`config.mk`:
```
export PLATFORM = sky130hd
export DESIGN_NAME = ajb_core
export DESIGN_NICKNAME = d
export VERILOG_FILES = /design/src/verilog/ajb_pkg.sv /design/src/verilog/ajb_decode.sv /design/src/verilog/ajb_core.sv
export SDC_FILE = /design/constraint.sdc
export NUM_CORES = 1
export LEC_CHECK = 0
export ABC_AREA = 1
export BUFFER_PORTS_ARGS = -buffer_cell sky130_fd_sc_hd__buf_4
export CORE_MARGIN = 8
export CORE_UTILIZATION = 46
export CTS_CLUSTER_DIAMETER = 40
export DETAILED_ROUTE_END_ITERATION = 6
export HOLD_SLACK_MARGIN = 0.03
export PLACE_DENSITY = 0.82
export SYNTH_ARGS = -nofsm -noshare
export SYNTH_HDL_FRONTEND = slang
export SYNTH_SLANG_ARGS = --single-unit
```
`constraint.sdc`:
```
create_clock -name sys_clk_i -period 1.75 [get_ports sys_clk_i]
set_input_delay 0.175 -clock sys_clk_i [delete_from_list [all_inputs] [get_ports sys_clk_i]]
set_output_delay 0.175 -clock sys_clk_i [all_outputs]
set_load 0.05 [all_outputs]
```
`src/verilog/ajb_pkg.sv`:
```
// package: opcodes, lengths, cycle counts and carriers for the jump/and decoder
package ajb_pkg;
  localparam logic [4:0] JMP_LOW_PATTERN = 5'h01;
  localparam logic [7:0] OP_AND_DIR_A = 8'h52;
  localparam logic [7:0] OP_AND_DIR_IMM = 8'h53;
  localparam logic [7:0] OP_AND_A_IMM = 8'h54;
  localparam logic [7:0] OP_AND_A_DIR = 8'h55;
  localparam logic [6:0] OP_AND_A_IND_HI = 7'h2b;
  localparam logic [4:0] OP_AND_A_REG_HI = 5'h0b;
  localparam logic [15:0] PC_STEP_JMP = 16'h0002;
  localparam logic [15:0] PC_STEP_ONE = 16'h0001;
  localparam logic [15:0] PC_STEP_TWO = 16'h0002;
  localparam logic [15:0] PC_STEP_THREE = 16'h0003;
  localparam logic [1:0] CYC_ONE = 2'h1;
  localparam logic [1:0] CYC_TWO = 2'h2;
  localparam int PC_KEEP_LSB = 11;
  localparam logic [7:0] PORT_ADDR_0 = 8'h80;
  localparam logic [7:0] PORT_ADDR_1 = 8'h90;
  localparam logic [7:0] PORT_ADDR_2 = 8'ha0;
  localparam logic [7:0] PORT_ADDR_3 = 8'hb0;

  typedef enum logic [2:0] {
    AJB_NONE, AJB_JMP, AJB_A_REG, AJB_A_IND, AJB_A_DIR, AJB_A_IMM, AJB_D_A, AJB_D_IMM
  } ajb_kind_t;

  typedef struct packed {
    logic [7:0] op;
    logic [7:0] b1;
    logic [7:0] b2;
  } ajb_instr_t;

  typedef struct packed {
    logic en;
    logic [7:0] addr;
    logic [7:0] data;
  } ajb_write_t;
endpackage

```
`src/verilog/ajb_decode.sv`:
```
// opcode decoder: kind, length and cycle count
`timescale 1ns/10ps
`default_nettype none
module ajb_decode
  import ajb_pkg::*;
(
  // opcode in
  input wire logic [7:0] op_i,
  // decode out
  output var ajb_pkg::ajb_kind_t kind_o,
  output logic [15:0] len_o,
  output logic [1:0] cyc_o
);
  always_comb
  begin
    kind_o = AJB_NONE;
    len_o = PC_STEP_ONE;
    cyc_o = CYC_ONE;
    if (op_i[4:0] == JMP_LOW_PATTERN)
    begin
      kind_o = AJB_JMP;
      len_o = PC_STEP_TWO;
      cyc_o = CYC_TWO;
    end
    else if (op_i[7:3] == OP_AND_A_REG_HI)
      kind_o = AJB_A_REG;
    else if (op_i[7:1] == OP_AND_A_IND_HI)
      kind_o = AJB_A_IND;
    else if (op_i == OP_AND_A_DIR)
    begin
      kind_o = AJB_A_DIR;
      len_o = PC_STEP_TWO;
    end
    else if (op_i == OP_AND_A_IMM)
    begin
      kind_o = AJB_A_IMM;
      len_o = PC_STEP_TWO;
    end
    else if (op_i == OP_AND_DIR_A)
    begin
      kind_o = AJB_D_A;
      len_o = PC_STEP_TWO;
    end
    else if (op_i == OP_AND_DIR_IMM)
    begin
      kind_o = AJB_D_IMM;
      len_o = PC_STEP_THREE;
      cyc_o = CYC_TWO;
    end
  end
endmodule
`default_nettype wire

```
`src/verilog/ajb_core.sv`:
```
// execute unit for the block jump and the byte and group
// ==========================================
// Overview of operation
// - jump adds two to pc, keeps pc[15:11], loads op[7:5] and byte two.
// - jump is two bytes, two cycles, low opcode bits 00001.
// - and writes bitwise and of operands to destination, flags untouched.
// - accumulator forms: register, indirect one byte; direct, immediate two; one cycle.
// - direct destination accepts accumulator (0x52, two bytes, one cycle) or immediate.
// - port destination reads original value from output latch, not pins.
// - direct destination is any ram byte or register; zero mask bits clear.
`timescale 1ns/10ps
`default_nettype none
module ajb_core
  import ajb_pkg::*;
(
  // clock and reset
  input wire logic sys_clk_i,
  input wire logic rst_i,
  // instruction stream
  input wire logic instr_valid_i,
  input wire ajb_pkg::ajb_instr_t instr_i,
  input wire logic [15:0] pc_i,
  // operands from core state
  input wire logic [7:0] acc_i,
  input wire logic [63:0] working_register_i,
  input wire logic [7:0] dir_rd_data_i,
  input wire logic [7:0] ind_rd_data_i,
  input wire logic [7:0] port_latch_i,
  // read addresses (combinational)
  output logic [7:0] dir_rd_addr_o,
  output logic [7:0] ind_rd_addr_o,
  output logic port_sel_o,
  // results
  output logic busy_o,
  output logic done_o,
  output logic unknown_o,
  output logic [15:0] pc_o,
  output logic acc_we_o,
  output logic [7:0] acc_o,
  output var ajb_pkg::ajb_write_t dir_wr_o
);
  import ajb_pkg::*;

  ajb_kind_t kind;
  logic [15:0] len;
  logic [1:0] cyc;
  logic [1:0] wait_cnt, next_wait_cnt;
  logic done, next_done, unk, next_unk, acc_we, next_acc_we;
  logic [15:0] pc_r, next_pc;
  logic [7:0] acc_r, next_acc;
  ajb_write_t wr, next_wr;
  logic [7:0] src, orig, wreg, ptr;
  logic is_port;

  function automatic logic [7:0] pick_reg(input logic [63:0] bank, input logic [2:0] idx);
    pick_reg = bank[{idx, 3'h0} +: 8];
  endfunction

  function automatic logic port_addr(input logic [7:0] a);
    port_addr = (a == PORT_ADDR_0) || (a == PORT_ADDR_1) || (a == PORT_ADDR_2)
      || (a == PORT_ADDR_3);
  endfunction

  ajb_decode u_dec (
    .op_i(instr_i.op),
    .kind_o(kind),
    .len_o(len),
    .cyc_o(cyc)
  );

  // ==========================================
  // operand selection
  always_comb
  begin
    wreg = pick_reg(working_register_i, instr_i.op[2:0]);
    ptr = pick_reg(working_register_i, {2'h0, instr_i.op[0]});
    ind_rd_addr_o = ptr;
    dir_rd_addr_o = instr_i.b1;
    // ports read back from the latch so pin loading cannot corrupt bits
    is_port = port_addr(instr_i.b1) && ((kind == AJB_D_A) || (kind == AJB_D_IMM));
    port_sel_o = is_port;
    orig = is_port ? port_latch_i : dir_rd_data_i;
    case (kind)
      AJB_A_REG: src = wreg;
      AJB_A_IND: src = ind_rd_data_i;
      AJB_A_DIR: src = dir_rd_data_i;
      AJB_A_IMM: src = instr_i.b1;
      AJB_D_A: src = acc_i;
      AJB_D_IMM: src = instr_i.b2;
      default: src = 8'hff;
    endcase
  end

  // ==========================================
  // execute
  always_comb
  begin
    next_wait_cnt = wait_cnt;
    next_done = 1'b0;
    next_unk = 1'b0;
    next_acc_we = 1'b0;
    next_pc = pc_r;
    next_acc = acc_r;
    next_wr = '0;
    if (wait_cnt != 2'h0)
    begin
      next_wait_cnt = wait_cnt - 2'h1;
      next_done = (wait_cnt == CYC_ONE);
    end
    else if (instr_valid_i)
    begin
      next_wait_cnt = cyc - CYC_ONE;
      next_done = (cyc == CYC_ONE);
      next_pc = pc_i + len;
      case (kind)
        AJB_JMP:
        begin
          // advance by two then replace low eleven bits
          next_pc = pc_i + PC_STEP_JMP;
          next_pc = {next_pc[15:PC_KEEP_LSB], instr_i.op[7:5], instr_i.b1};
        end
        AJB_A_REG, AJB_A_IND, AJB_A_DIR, AJB_A_IMM:
        begin
          // and into accumulator, no flag outputs exist
          next_acc = acc_i & src;
          next_acc_we = 1'b1;
        end
        AJB_D_A, AJB_D_IMM:
        begin
          // zero mask bits clear destination bits
          next_wr.en = 1'b1;
          next_wr.addr = instr_i.b1;
          next_wr.data = orig & src;
        end
        default:
        begin
          next_unk = 1'b1;
          next_done = 1'b1;
          next_wait_cnt = 2'h0;
        end
      endcase
    end
  end

  always_ff @(posedge sys_clk_i or posedge rst_i)
  begin
    if (rst_i)
    begin
      wait_cnt <= 2'h0;
      done <= 1'b0;
      unk <= 1'b0;
      acc_we <= 1'b0;
      pc_r <= 16'h0000;
      acc_r <= 8'h00;
      wr <= '0;
    end
    else
    begin
      wait_cnt <= next_wait_cnt;
      done <= next_done;
      unk <= next_unk;
      acc_we <= next_acc_we;
      pc_r <= next_pc;
      acc_r <= next_acc;
      wr <= next_wr;
    end
  end

  assign busy_o = (wait_cnt != 2'h0);
  assign done_o = done;
  assign unknown_o = unk;
  assign pc_o = pc_r;
  assign acc_we_o = acc_we;
  assign acc_o = acc_r;
  assign dir_wr_o = wr;

  // ==========================================
  // checks
  AST_JMP_TARGET: assert property (@(posedge sys_clk_i) disable iff (rst_i)
    (instr_valid_i && !busy_o && kind == AJB_JMP) |=> (pc_o[10:0] ==
      {$past(instr_i.op[7:5]), $past(instr_i.b1)}))
    else $error("jump target low bits wrong");
  AST_JMP_TWO_CYC: assert property (@(posedge sys_clk_i) disable iff (rst_i)
    (instr_valid_i && !busy_o && kind == AJB_JMP) |=> (busy_o && !done_o) ##1 done_o)
    else $error("jump not two cycles");
  AST_ACC_AND: assert property (@(posedge sys_clk_i) disable iff (rst_i)
    (instr_valid_i && !busy_o && kind == AJB_A_IMM) |=>
      (acc_we_o && acc_o == ($past(acc_i) & $past(instr_i.b1))))
    else $error("accumulator and result wrong");
  AST_ACC_ONE_CYC: assert property (@(posedge sys_clk_i) disable iff (rst_i)
    (instr_valid_i && !busy_o && kind == AJB_A_DIR) |=> (done_o && !busy_o
      && pc_o == $past(pc_i) + PC_STEP_TWO))
    else $error("accumulator direct form timing or length wrong");
  AST_DIR_A: assert property (@(posedge sys_clk_i) disable iff (rst_i)
    (instr_valid_i && !busy_o && instr_i.op == OP_AND_DIR_A) |=>
      (dir_wr_o.en && done_o && dir_wr_o.addr == $past(instr_i.b1)))
    else $error("direct accumulator form wrong");
  AST_PORT_LATCH: assert property (@(posedge sys_clk_i) disable iff (rst_i)
    (instr_valid_i && !busy_o && kind == AJB_D_A && port_sel_o) |=>
      (dir_wr_o.data == ($past(port_latch_i) & $past(acc_i))))
    else $error("port value not taken from latch");
  AST_MASK_CLEAR: assert property (@(posedge sys_clk_i) disable iff (rst_i)
    dir_wr_o.en |-> ((dir_wr_o.data & ~$past(src)) == 8'h00))
    else $error("masked bit survived");
  AST_REG_SEL: assert property (@(posedge sys_clk_i) disable iff (rst_i)
    (instr_valid_i && !busy_o && kind == AJB_A_REG) |=>
      (acc_o == ($past(acc_i) & $past(wreg)) && $past(wreg) ==
        $past(working_register_i[{instr_i.op[2:0], 3'h0} +: 8])))
    else $error("working register selection wrong");
  // judged from the inputs, so a wrong operand mux cannot hide behind src
  AST_MASK_KEEP: assert property (@(posedge sys_clk_i) disable iff (rst_i)
    (instr_valid_i && !busy_o && kind == AJB_D_IMM && !port_sel_o) |=>
      (dir_wr_o.data == ($past(dir_rd_data_i) & $past(instr_i.b2))))
    else $error("direct mask result wrong");
  AST_BUSY_HOLD: assert property (@(posedge sys_clk_i) disable iff (rst_i)
    busy_o |=> (!acc_we_o && !dir_wr_o.en && !unknown_o))
    else $error("instruction taken while busy");
  AST_IND_SEL: assert property (@(posedge sys_clk_i) disable iff (rst_i)
    (instr_valid_i && !busy_o && kind == AJB_A_IND) |->
      (ind_rd_addr_o == working_register_i[{instr_i.op[0], 3'h0} +: 8]))
    else $error("pointer register selection wrong");
endmodule
`default_nettype wire

```
After elaboration in Yosys (flattened, before gate mapping). Cells that the tools add are included.

Bits in registers: 46. Output and inout port bits: 62. Word-level logic and storage cells: 89.

Shift-type cells: 2. Add/subtract/negate cells: 4. Bitwise gates (word level): 3. Equal/unequal tests: 20. Multiplexer cells: 39. Reduce and logical (&&, ||, !) cells: 12.

Operators by type and width (count): 16-bit 2-to-1 mux (7); 64-bit by 5-bit indexed part select with 8-bit output (1); 64-bit by 7-bit indexed part select with 8-bit output (1); 17-bit 2-to-1 mux (3); 8-bit case mux with 6 select lines (1); 8-bit by 7-bit == test with 1-bit output (second input constant) (4); 8-bit == test (second input constant) (4); 2-bit 2-to-1 mux (11); 3-bit 2-to-1 mux (7); 16-bit adder (1); 16-bit by 2-bit adder with 16-bit output (second input constant) (1); 8-bit bitwise AND (2); 3-bit == test (second input constant) (4); 1-bit 2-to-1 mux (9); 8-bit 2-to-1 mux (1); 7-bit by 6-bit == test with 1-bit output (second input constant) (1); 7-bit OR reduction (1); 3-bit by 2-bit == test with 1-bit output (second input constant) (2); 5-bit by 1-bit == test with 1-bit output (second input constant) (1); 5-bit by 4-bit == test with 1-bit output (second input constant) (1); 2-bit by 1-bit == test with 1-bit output (second input constant) (2); 1-bit logical OR (4); 2-bit nonzero test (2); 4-bit OR reduction (1); other kinds (7) (8).

Longest topological paths before layout. Gate-level depths: netlist of the first run.

Depth after elaboration: 16. Depth in mapped cells: 18. Depth with buffers taken out: 16.

Hierarchy. Synthesis of the first run repeated with hierarchy kept, for this count alone.

Cell total of the unflattened synthesis: 752. Area total of the unflattened synthesis: 4531.8 µm².

Modules (own cells, without submodules): ajb_core (cells an instance 700, times used 1, area each 4236.6 µm², seq. area each 1151.1 µm²); ajb_decode (cells an instance 52, times used 1, area each 295.3 µm², seq. area each 0.0 µm²).

Worst setup path before layout of the first run. Ideal clock, no wire load.

Path kind: input to register. Start: input instr_i[17] (netlist bit). End: register pc_r[8] (netlist: pc_o[8]). Data required time: 1626 ps. Stages: 17. Data arrival time: 2129 ps. Slack: -503 ps. Path buffers: 2. Path through: buf_6 -> inv_6 -> nand2_4 -> nor2_1 -> nand2_2 -> inv_2 -> buf_4 -> nor3_1 -> ha_1 -> fa_1 -> nand3_1 -> nor2_1 -> nand3_1 -> xor2_1 -> nand2_1 -> o211ai_1 -> nand2_1.

Cells in the longest elaborated chain, start to end: 10.

RTL lines: start: declaration (line ajb_core.sv:21) `input wire ajb_pkg::ajb_instr_t instr_i,`; 8-bit by 7-bit == test with 1-bit output (line ajb_decode.sv:44) `else if (op_i == OP_AND_DIR_IMM)`; 2-bit 2-to-1 mux / 3-bit 2-to-1 mux (equally long branches) (line ajb_decode.sv:44); 16-bit 2-to-1 mux / 3-bit 2-to-1 mux (equally long branches) (line ajb_decode.sv:39) `else if (op_i == OP_AND_DIR_A)`; 16-bit 2-to-1 mux / 3-bit 2-to-1 mux (equally long branches) (line ajb_decode.sv:34) `else if (op_i == OP_AND_A_IMM)`; 16-bit 2-to-1 mux / 3-bit 2-to-1 mux (equally long branches) (line ajb_decode.sv:29) `else if (op_i == OP_AND_A_DIR)`; 16-bit 2-to-1 mux / 3-bit 2-to-1 mux (equally long branches) (line ajb_decode.sv:27) `else if (op_i[7:1] == OP_AND_A_IND_HI)`; 16-bit 2-to-1 mux / 3-bit 2-to-1 mux (equally long branches) (line ajb_decode.sv:25) `else if (op_i[7:3] == OP_AND_A_REG_HI)`; 16-bit 2-to-1 mux / 3-bit 2-to-1 mux (equally long branches) (line ajb_decode.sv:19) `if (op_i[4:0] == JMP_LOW_PATTERN)`; 16-bit adder / 3-bit by 1-bit == test with 1-bit output (equally long branches) (line ajb_core.sv:114, ajb_core.sv:115); 16-bit 2-to-1 mux * (line ajb_core.sv:115) `case (kind)`; end signal: assignment (line ajb_core.sv:163) `pc_r <= next_pc;`; end: declaration (line ajb_core.sv:49) `logic [15:0] pc_r, next_pc;`.

Mark *: on every way between the ends. The rest lies on a longest branch, timed or not. A chain may end at the register's enable or synchronous reset.

Final worst setup path of the first run.
Start: input instr_i[18] (netlist bit). End: register pc_r[7] (netlist: pc_o[7]).

Same word-level chain as after synthesis.

==> results list, run 1 <==
- Outcome: finished clean
- Clk_skew: 11.5 ps
- Clock tree buffer depth: 2
* Area used by sequential logic in the layout: 1150 um^2
- The final count of pins violating max slew came to 0.
- The first global-routing pass estimated 22500 um of wire.
* Number of hold-slack violations in the final timing report: 0
- Worst setup slack after placement: -385 ps
* Antenna violations before repair: 0
* Num CTS Buffers: 5
- In the layout the commonest cells are 234 x sky130_fd_sc_hd__buf_4, 180 x sky130_fd_sc_hd__nand2_1, 107 x sky130_fd_sc_hd__nor2_1.
- Height of the die: 105 um
- The tree is rooted in a sky130_fd_sc_hd__clkbuf_8.
* Logic depth of the worst register-to-register path: 7
* Total power after layout: 3250 uW
* R2r setup slk: 200 ps
- Detailed placement HPWL: 11800 um
- Dividing the synthesized area by the synthesized cell count gives 6.22 um^2.
* Share of Yosys cell area claimed by the top area cell type: 0.313
* Initial Util: 0.476
* Register bit total from synthesis: 46
* Startpoint Class: primary input
- Number of max-cap violations: 0
- In this run the horizontal extent of the chip is 105 um.
* Syn nets: 734
- Dividing the final minimum period by the clock period gives 0.985.
- In this run the count of I/O pins placed on the die edge is 201.
- Dividing total power by cell area gives a power density of 573 nW/um^2.
* Number of instances in the synthesized netlist: 591
* Synth Cell Area: 3680 um^2
- Net count, final: 953
- By area the synthesized netlist is led by sky130_fd_sc_hd__dfrtp_1 31%, sky130_fd_sc_hd__nand2_1 19%, sky130_fd_sc_hd__nor2_1 11%.
* Number of remaining DRC errors: 0
* Wire length per cell: 15.3 um
- TritonCTS built the clock tree.
- Clock-pin slew was measured on the worst setup and hold paths at 90 ps.
* Synthesis-to-layout area growth: 54.2%
- The via count of the first global-routing pass came to 4601.
* Total number of H-tree levels: 2
* Share of layout cells above drive strength 1: 0.371
- The worst setup path is captured at a flop.
- Worst rel slew slack: 0.604
* Overflow left after global routing: 0
- For this block, the initial DRC count from the detailed router was 209.
- At the later pin of the worst-skew pair, clock insertion delay measures 300 ps.
- Vias per Instance: 5.01
- For this block, the via count after detailed routing is 4578.
* Largest voltage drop on the vdd net: 0.328 mV
- The library cell used most frequently in the layout, excluding fill and tap cells, is sky130_fd_sc_hd__buf_4.
* Required arrival time at the worst endpoint: 1950 ps
- CTS Hold Bufs: 0
* Global-route usage over all layers: 0.244
* Count of different cell masters after synthesis: 35
- Once detail routing completed, the nets flagged for antenna violations numbered 0.
* Area occupied by multi-input gates: 2230 um^2
* Worst hold margin: 21.6 ps
* Core occupancy in the finished layout: 0.734
- The analysis attributes to cell leakage a power of 0.00317 uW.
- Initial DRT Pass Iterations: 5
- Share of the yosys chip area belonging to registers: 0.313
- Port Buf Inserts: 200
- Post-layout min period: 1720 ps
- Setup violations, final: 0
- Fillcell total: 668
- Arrival time worst endpoint: 1920 ps
* YS warnings: 0
* Fmax achieved: 0.580 GHz
- Clock tree synthesis found a total of 46 sinks.
- The initialized floorplan defines 32 standard-cell rows.
* Core area: 7730 um^2
* Reg-to-reg startpoint: wait_cnt[1]
- Of all nets on the critical path, the largest fanout is 5.
- The critical path in this run is classified as in -> reg.
- Worst reg2reg path endpoint: dir_wr_o[5]
* Cell type contributing the most total cell area after synthesis: sky130_fd_sc_hd__dfrtp_1
- The worst hold path belongs to the class in -> async.
- Setup repair after global routing could not meet its margin everywhere.
- Pin count of the biggest net entering global routing: 47
* Final antenna diode count: 0
* Least setup slack across all paths after layout: 27.0 ps
- Placer Congestion: 0.898
* Worst Max-Slew Pin Slew: 594 ps
- The routed design has 13900 um of wire.
- Die footprint: 11100 um^2
[synth_stat cells, drive strengths merged]
cell type / count
nand3b: 3
buf: 25
xor2: 2
nand4: 11
nand3: 54
o21ai: 35
nor2: 116
a31oi: 1
a21oi: 11
ha: 3
fa: 1
inv: 68
nor2b: 4
dfrtp: 46
o31ai: 1
nor3: 10
nand2: 191
o211ai: 5
xnor2: 3
o22ai: 1
[repair_timing]
action / CTS / global route
setup buffers: 0 / 1
resized for setup: 2 / 18
hold endpoints to repair: 0 / 0
pin swaps: 1 / 16
endpoints found under the setup margin: 4 / 25
[critical path, cell delays in order]
cell	delay, ps
sky130_fd_sc_hd__buf_4	120
sky130_fd_sc_hd__inv_2	50
sky130_fd_sc_hd__nand2_4	70
sky130_fd_sc_hd__inv_4	50
sky130_fd_sc_hd__buf_4	150
sky130_fd_sc_hd__nand3_4	80
sky130_fd_sc_hd__nand3b_1	130
sky130_fd_sc_hd__ha_1	320
sky130_fd_sc_hd__nand3_1	90
sky130_fd_sc_hd__nand2_2	130
sky130_fd_sc_hd__nand3_4	100
sky130_fd_sc_hd__o21ai_1	140
sky130_fd_sc_hd__nand3_1	120
sky130_fd_sc_hd__o211ai_1	120
sky130_fd_sc_hd__nand2_1	60
[final cells by class]
| class | instances | area share |
|---|---|---|
| multi-input cells | 452 | 0.392 |
| flip-flops and latches | 46 | 0.203 |
| repair buffers | 237 | 0.318 |
| well taps | 102 | 0.0225 |
| clock buffers | 5 | 0.0121 |
| inverters | 68 | 0.0485 |
| clock inverters | 3 | 0.00375 |
[sequential cells by signal, summed over array words and instances (netlist names)]
| signal | flops |
|---|---|
| wait_cnt | 2 |
| unknown_o | 1 |
| acc_we_o | 1 |
| dir_wr_o | 17 |
| acc_o | 8 |
| pc_o | 16 |
| done_o | 1 |
[cell families (layout without fill, tap and decap cells)]
family,after synthesis,in the layout,share of synthesized area
XOR/XNOR,5,5,0.0119
buffers and inverters,93,313,0.121
adder cells (fa/ha/maj),4,4,0.0156
flip-flops,46,46,0.313
AO/OA/AOI/OAI,54,54,0.0871
AND/OR/NAND/NOR,389,389,0.452
[layer usage]
| layer | wire length, um | share of wire | vias to the layer above | global-route usage |
|---|---|---|---|---|
| met2 | 6750 | 0.48 | 204 | 0.420 |
| met5 | 0 | 0 | - | 0 |
| met4 | 316 | 0.023 | 0 | 0.0673 |
| li1 | - | - | 2286 | - |
| met3 | 1240 | 0.089 | 24 | 0.0664 |
| met1 | 5630 | 0.40 | 2064 | 0.291 |
[where the power goes]
| part | internal, uW | switching, uW | total (uW) |
|---|---|---|---|
| combinational | 521 | 843 | 1360 |
| sequential | 1150 | 54.7 | 1200 |
| clock | 282 | 401 | 683 |
| total | 1950 | 1300 | 3250 |
[worst max path at each step]
| stage | start | to | slack, ps | cells past startpoint |
|---|---|---|---|---|
| final | instr_i[18] | pc_o[7] | 30 | 15 |
| after global routing | instr_i[21] | pc_o[8] | -90 | 14 |
| after CTS | instr_i[18] | pc_o[7] | 7 | 15 |
| after detailed placement | instr_i[17] | pc_o[8] | -390 | 15 |
| after global placement | instr_i[17] | pc_o[8] | -310 | 15 |
| after floorplan | instr_i[17] | pc_o[8] | -340 | 17 |
[stage by stage]
step / cell area (um^2) / instances / setup TNS (ps)
2_1_floorplan: 3790 / 591 / -3170
3_3_place_gp: 5510 / 904 / -3470
3_5_place_dp: 5510 / 904 / -4840
4_1_cts: 5600 / 912 / 0
5_1_grt: 5670 / 913 / -453
6_report: 5670 / 913 / 0
Note: power is estimated with default switching activity, not from simulation.
==> run 2: changes to the inputs <==
CELL_PAD_IN_SITES_DETAIL_PLACEMENT = 0   (was not set)
CELL_PAD_IN_SITES_GLOBAL_PLACEMENT = 1   (was not set)
CORE_UTILIZATION = 30   (was 46)
PLACE_DENSITY = not set   (was 0.82)
PLACE_DENSITY_LB_ADDON = 0.1   (was not set)
==> run 2 against run 1 <==
- via count decreased by 3.8%
- worst setup slack gained 29 ps
- die area increased by 45%
- wire length grew 5.8%
- cell count up 5.6%
- register-to-register slack is essentially flat
- maximum frequency increased by 1.7%
- power rose by 10%
- largest cell class unchanged
==> results list, run 2 (same netlist as run 1, synthesis figures left out) <==
- Arrival time worst endpoint: 1880 ps (-40 ps)
* CTS tree: yes
- The clock skew was 7.82 ps (-3.67 ps).
- Number of max-cap violations: 0 (unchanged)
- The actual slew at the worst max-slew pin is 446 ps (-148 ps).
- Power per standard cell area: 607 nW/um^2 (+6.0%)
- The leakage power summed over all cells was 0.00325 uW (+2.6%).
- Startpoint Class: primary input
- The count of port buffers added during placement came to 200 (unchanged).
- The most critical setup path has its endpoint at pc_o[8].
- In this run the worst hold path is classified as in -> reg.
* Reg-to-reg startpoint: wait_cnt[1]
* Type of destination of the critical path: flop
- The number of core rows is 40 (+25%).
- DR top layer: met4
- The mean number of vias per cell is 4.57 (-8.9%).
- The die boundary width came to 127 um (+20%).
- Traced cell by cell, the critical path runs through buf_8 -> inv_4 -> nand4_1 -> nor3_4 -> nor3_2 -> ha_2 -> fa_2 -> nand3_4 -> nor2_4 -> nand3_2 -> xor2_1 -> nand2_1 -> o211ai_1 -> nand2_1.
- The die outline height came to 127 um (+20%).
* Worst reg2reg path endpoint: acc_o[1]
- Global-route usage over all layers: 0.180 (-0.0640)
- Crit. path cell count: 14 (-1)
* Max-slew violation count: 0 (unchanged)
- Largest stage delay on the critical path: 430 ps (+110 ps)
- The placeable core region came to 12000 um^2 (+55%).
* Final clock period utilization by the worst path: 0.968 (-0.0168)
- The total number of H-tree levels came to 2 (unchanged).
* Overflow left after global routing: 0 (unchanged)
- Initial DRT Pass Iterations: 4 (-1)
- The power consumption was 3570 uW (+10%).
- The wire length of the first global-routing pass came to 23400 um (+4.3%).
* Initial Util: 0.306 (-0.170)
* Filler-free cell count of the finished design: 964 (+5.6%)
- The initial antenna violation count came to 0 (unchanged).
* Vias in the first global route: 4574 (-0.59%)
* Max FO, Critical Path: 3 (-2)
- Net count, final: 959 (+0.63%)
* Length of routed wiring on met1: 6520 um (+16%)
- The routed length on met2 is 6960 um (+3.2%).
- The library cells used most frequently in the layout, excluding fill and tap cells, are 233 x sky130_fd_sc_hd__buf_4, 180 x sky130_fd_sc_hd__nand2_1, 107 x sky130_fd_sc_hd__nor2_1.
- Antenna Violating Nets Remaining: 0 (unchanged)
- Crit-path leading delay family: simple AND/OR/NAND/NOR gates
- The placed standard-cell area came to 5600 um^2 (+1.7%).
- The number of buffers on the longest clock path came to 2 (unchanged).
* Detailed placement HPWL: 12400 um (+5.1%)
- The number of flip-flops in the largest register was 17 (unchanged).
- The worst-case reg-to-reg path depth came to 8 (+1).
- Clock root cell: sky130_fd_sc_hd__clkbuf_16
- Num CTS Buffers: 5 (unchanged)
- The weighted congestion reported at the end of routability-driven placement came to 0.848 (-5.5%).
- The maximum number of pins on one net before global-route repair is 29 (-38%).
- Type of the worst setup path: in -> reg
- The worst path required time came to 1940 ps (about the same).
- Drt total wl: 14800 um (+5.8%)
- The register-to-register setup slack was 200 ps (about the same).
* Fmax achieved: 0.590 GHz (+1.7%)
- The worst max-slew margin expressed relative to the limit was 0.702 (+0.0980).
* Number of hold-slack violations in the final timing report: 0 (unchanged)
- Tracing the worst setup path back leads to its startpoint at instr_i[23].
* Unrepaired setup endpoints after global routing: yes
- The clock latency on the worst-skew pair came to 300 ps (about the same).
- The routed wire length on met3 came to 1160 um (-6.7%).
* Buffers and inverters on the worst path: 2 (-2)
- The run finished with clean final reports.
- Post-layout min period: 1690 ps (-29.3 ps)
* Largest voltage drop on the vdd net: 0.343 mV (+4.9%)
* Slowest cell on the critical path: sky130_fd_sc_hd__fa_2
- The post-route standard cell area excluding fillers was 5890 um^2 (+3.8%).
* Most common library cell in the layout ignoring fill and taps: sky130_fd_sc_hd__buf_4
- The fraction of final layout cells sized beyond drive strength 1 is 0.375 (+0.00339).
- The number of instances in the placed design came to 951 (+5.2%).
* Setup violations, final: 0 (unchanged)
* Wire length per cell: 15.3 um (+0.24%)
* Vias: 4404 (-3.8%)
- Num ports: 201 (unchanged)
* Final antenna diode count: 0 (unchanged)
* Drt initial violations: 284 (+36%)
* Synthesis-to-layout area growth: 60.1%
- The CTS sink count is 46 (unchanged).
* Cell seen most often among critical-path stages: sky130_fd_sc_hd__nand2_1
- Number of remaining DRC errors: 0 (unchanged)
* Die footprint: 16100 um^2 (+45%)
- Clock-pin slew of the registers on the worst-case setup and hold paths: 80 ps (about the same)
==> run 2: area by class of cell <==
cell class                 instances  area, um^2
fill                            1268        6120
multi-input combinational        452        2240
timing repair buffer             243        1890
sequential                        46        1150
inverter                          68         278
tap                              147         184
clock buffer                       5         125
clock inverter                     3        23.8
==> run 2: metrics by stage <==
stage	setup slack [ps]	hold slack, ps	setup TNS [ps]	utilization
final	56.4	134	0	0.490
after detailed placement	-406	224	-5240	0.466
after CTS	1.87	126	0	0.480
after global placement	-368	219	-4290	0.466
after floorplan	-344	281	-3170	-
after global routing	-70.0	132	-151	0.490
==> run 2: where the power goes <==
part           internal (uW)  total, uW  switching [uW]
sequential              1150       1200            51.3
clock                    535        992             457
combinational            537       1380             846
==> run 2: tightest hold or removal path, stage by stage <==
cell,delay [ps]
sky130_fd_sc_hd__buf_4,140
sky130_fd_sc_hd__inv_1,50
sky130_fd_sc_hd__nor2_1,30
==> run 2: worst min-delay path by stage <==
stage,start,end,slack (ps),depth (start not counted)
global route,instr_i[13],dir_wr_o[13],130,3
global placement,rst_i,done_o,220,2
detailed placement,rst_i,done_o,220,2
CTS,instr_i[8],dir_wr_o[8],130,3
floorplan,instr_i[12],dir_wr_o[12],280,2
finish,instr_i[8],dir_wr_o[8],130,3
==> run 2: per-layer routing <==
metal / global-route usage / vias up
li1: - / 2305
met1: 0.221 / 1958
met2: 0.303 / 134
met3: 0.0578 / 7
met4: 0.0343 / 0
met5: 0 / -
==> run 2: timing repair <==
action                                  4_1_cts  5_1_grt
hold buffers                                  1        0
hold endpoints to repair                     18        0
buffers inserted                              0        4
endpoints found under the setup margin        7       14
gates resized for setup                       1       27
pin swaps                                     2       14
==> run 3: changes to the inputs <==
BUFFER_PORTS_ARGS = not set   (was -buffer_cell sky130_fd_sc_hd__buf_4)
CORE_UTILIZATION = 45   (was 30)
DONT_BUFFER_PORTS = 1   (was not set)
REMOVE_ABC_BUFFERS = 1   (was not set)
clock period = 2 ns   (was 1.75 ns; I/O delays follow)
==> run 3 against run 2 <==
- global-route usage rose by 3.2 points
- critical path depth increased by 3
- largest power group is now sequential cells
- wire length is 15% lower
==> results list, run 3 (same netlist as run 1, synthesis figures left out) <==
- Power per standard cell area: 589 nW/um^2 (-2.9%)
* Vias in the first global route: 3642 (-20%)
- The number of nets in the layout is 757 (-21%).
- Worst Max-Slew Pin Slew: 545 ps (+99.2 ps)
* Startpoint Class: primary input
* Required arrival time at the worst endpoint: 2210 ps (+270 ps)
- Clock latency reported for the late side of the worst-skew pair: 310 ps (about the same)
- The number of buffers added by the clock tree synthesis step was 5 (unchanged).
* Number of max-cap violations: 0 (unchanged)
- CTS tree: yes
* Wire length per cell: 17.5 um (+14%)
- Outcome: finished clean
- Initial DRT Pass Iterations: 4 (unchanged)
- Max-slew violation count: 0 (unchanged)
- Vias: 3779 (-14%)
- Core area: 8050 um^2 (-33%)
- The library cells used most frequently in the layout, excluding fill and tap cells, are 186 x sky130_fd_sc_hd__nand2_1, 110 x sky130_fd_sc_hd__nor2_1, 57 x sky130_fd_sc_hd__inv_1.
- Seq pwr share: 0.556 (+0.220)
- Horizontal die dimension: 106 um (-16%)
- Clock group share of total power: 0.256 (-0.022)
- Clock tree buffer depth: 2 (unchanged)
* Placer Congestion: 0.852 (+0.38%)
- Synthesis-to-layout area growth: 10.3%
* Number of hold-slack violations in the final timing report: 0 (unchanged)
* Share of layout cells above drive strength 1: 0.119 (-0.256)
- Max reg flops: 17 (unchanged)
- Arrival time worst endpoint: 2010 ps (+130 ps)
- Clk_skew: 7.17 ps (-0.650 ps)
* Number of buffers inserted to repair setup after CTS: 0 (unchanged)
- The CTS sink count is 46 (unchanged).
- The post-detailed-route count of antenna-violating nets was 0 (unchanged).
* Filler-free cell count of the finished design: 720 (-25%)
- Die footprint: 11300 um^2 (-29%)
- Largest voltage drop on the vdd net: 0.274 mV (-20%)
* Detailed placement HPWL: 10300 um (-17%)
- Cell total after placement: 705 (-26%)
* Internal portion of total power: 1410 uW (-36%)
- Antenna violations before repair: 0 (unchanged)
* Setup violations, final: 0 (unchanged)
- Initial Util: 0.457 (+0.151)
- Post-layout min period: 1800 ps
- First-pass GRT wire length: 19300 um (-18%)
- Most common library cell in the layout ignoring fill and taps: sky130_fd_sc_hd__nand2_1
- The total global-route track usage is 0.212 (+0.0323).
* Number of remaining DRC errors: 0 (unchanged)
- The maximum number of pins on one net before global-route repair was 23 (-21%).
- The switching part of the total came to 0.409 (+0.0300).
- The boundary pin count is 201 (unchanged).
- The number of core rows was 33 (-18%).
- Final clock period utilization by the worst path: 0.900
* Port Buf Inserts: 0 (-100%)
- Final antenna diode count: 0 (unchanged)
- Fillcell total: 868 (-32%)
* P_sw: 978 uW (-28%)
- Hold Path Class: in -> reg
- Drt initial violations: 231 (-19%)
- Setup repair after global routing left no endpoint under its margin.
- Clock-pin slew of the registers on the worst-case setup and hold paths: 100 ps (+20 ps)
- STA classifies the critical path endpoint as a flop.
* Proportion of power drawn by combinational gates: 0.189 (-0.198)
- The leakage power summed over all cells was 0.00218 uW (-33%).
* Type of the worst setup path: in -> reg
- Drt total wl: 12600 um (-15%)
- The mean number of vias per cell is 5.25 (+15%).
- Fmax achieved: 0.556 GHz
- The worst max-slew margin expressed relative to the limit was 0.635 (-0.0670).
* Clock root cell: sky130_fd_sc_hd__clkbuf_8
- The maximum net fanout on the critical path was 4 (+1).
- Total number of H-tree levels: 2 (unchanged)
- Height of the die: 106 um (-16%)
- Overflow left after global routing: 0 (unchanged)
* Total power after layout: 2390 uW (-33%)
[run 3: final timing paths]
check	from	endpoint	slack [ps]	cells past startpoint
setup / recovery	instr_i[23]	pc_o[14]	200	17
hold / removal	instr_i[14]	pc_o[6]	40	2
setup reg to reg	wait_cnt[1]	dir_wr_o[7]	410	7
hold reg to reg	wait_cnt[0]	wait_cnt[0]	490	1
max in group asynchronous	rst_i	dir_wr_o[5]	1060	3
min in group asynchronous	rst_i	pc_o[6]	340	2
[run 3: what timing repair did]
item / in CTS / in global routing
setup endpoints to repair: 0 / 5
gates resized for setup: 0 / 3
endpoints found under the hold margin: 24 / 0
hold buffers: 7 / 0
[run 3: layer usage]
layer	share of wire	vias up	global-route usage
met3	0.071	14	0.0442
met1	0.45	1719	0.289
met4	0.016	0	0.0583
met5	0	-	0
li1	-	1890	-
met2	0.46	156	0.333
[run 3: final cells by class]
class / instances / area (um^2) / area share
multi-input combinational: 452 / 2100 / 0.516
sequential: 46 / 1150 / 0.284
timing repair buffer: 41 / 325 / 0.0801
inverter: 68 / 263 / 0.0647
tap: 105 / 131 / 0.0324
clock buffer: 5 / 68.8 / 0.0170
clock inverter: 3 / 23.8 / 0.00586
[run 3: worst max-delay path, cell delays in order]
cell	delay (ps)
sky130_fd_sc_hd__inv_1	70
sky130_fd_sc_hd__nand2_1	90
sky130_fd_sc_hd__nor2_4	90
sky130_fd_sc_hd__nand3_1	100
sky130_fd_sc_hd__inv_1	110
sky130_fd_sc_hd__nor3_2	60
sky130_fd_sc_hd__ha_1	210
sky130_fd_sc_hd__fa_1	400
sky130_fd_sc_hd__nand3_1	130
sky130_fd_sc_hd__buf_4	120
sky130_fd_sc_hd__inv_1	40
sky130_fd_sc_hd__nand2_1	70
sky130_fd_sc_hd__o21ai_2	80
sky130_fd_sc_hd__nand3_1	80
sky130_fd_sc_hd__nand2_1	50
sky130_fd_sc_hd__nand3_1	60
sky130_fd_sc_hd__nand2_1	50
[run 3: power groups by stage]
stage / registers, uW / logic [uW] / clock network (uW)
2_1_floorplan: 1330 / 326 / 0
3_3_place_gp: 1350 / 433 / 0
3_5_place_dp: 1350 / 440 / 0
4_1_cts: 1330 / 455 / 621
5_1_grt: 1340 / 513 / 657
6_report: 1330 / 452 / 611
[run 3: through the flow]
step | util | instance area [um^2] | setup slack [ps] | TNS, ps | hold WS [ps]
after global placement | 0.482 | 3880 | -34.2 | -37.1 | 100
after CTS | 0.503 | 4050 | 165 | 0 | 35.8
after detailed placement | 0.482 | 3880 | -149 | -549 | 117
after floorplan | - | 3500 | -400 | -3370 | 306
after global routing | 0.504 | 4060 | 31.0 | 0 | 49.7
final | 0.504 | 4060 | 201 | 0 | 40.0
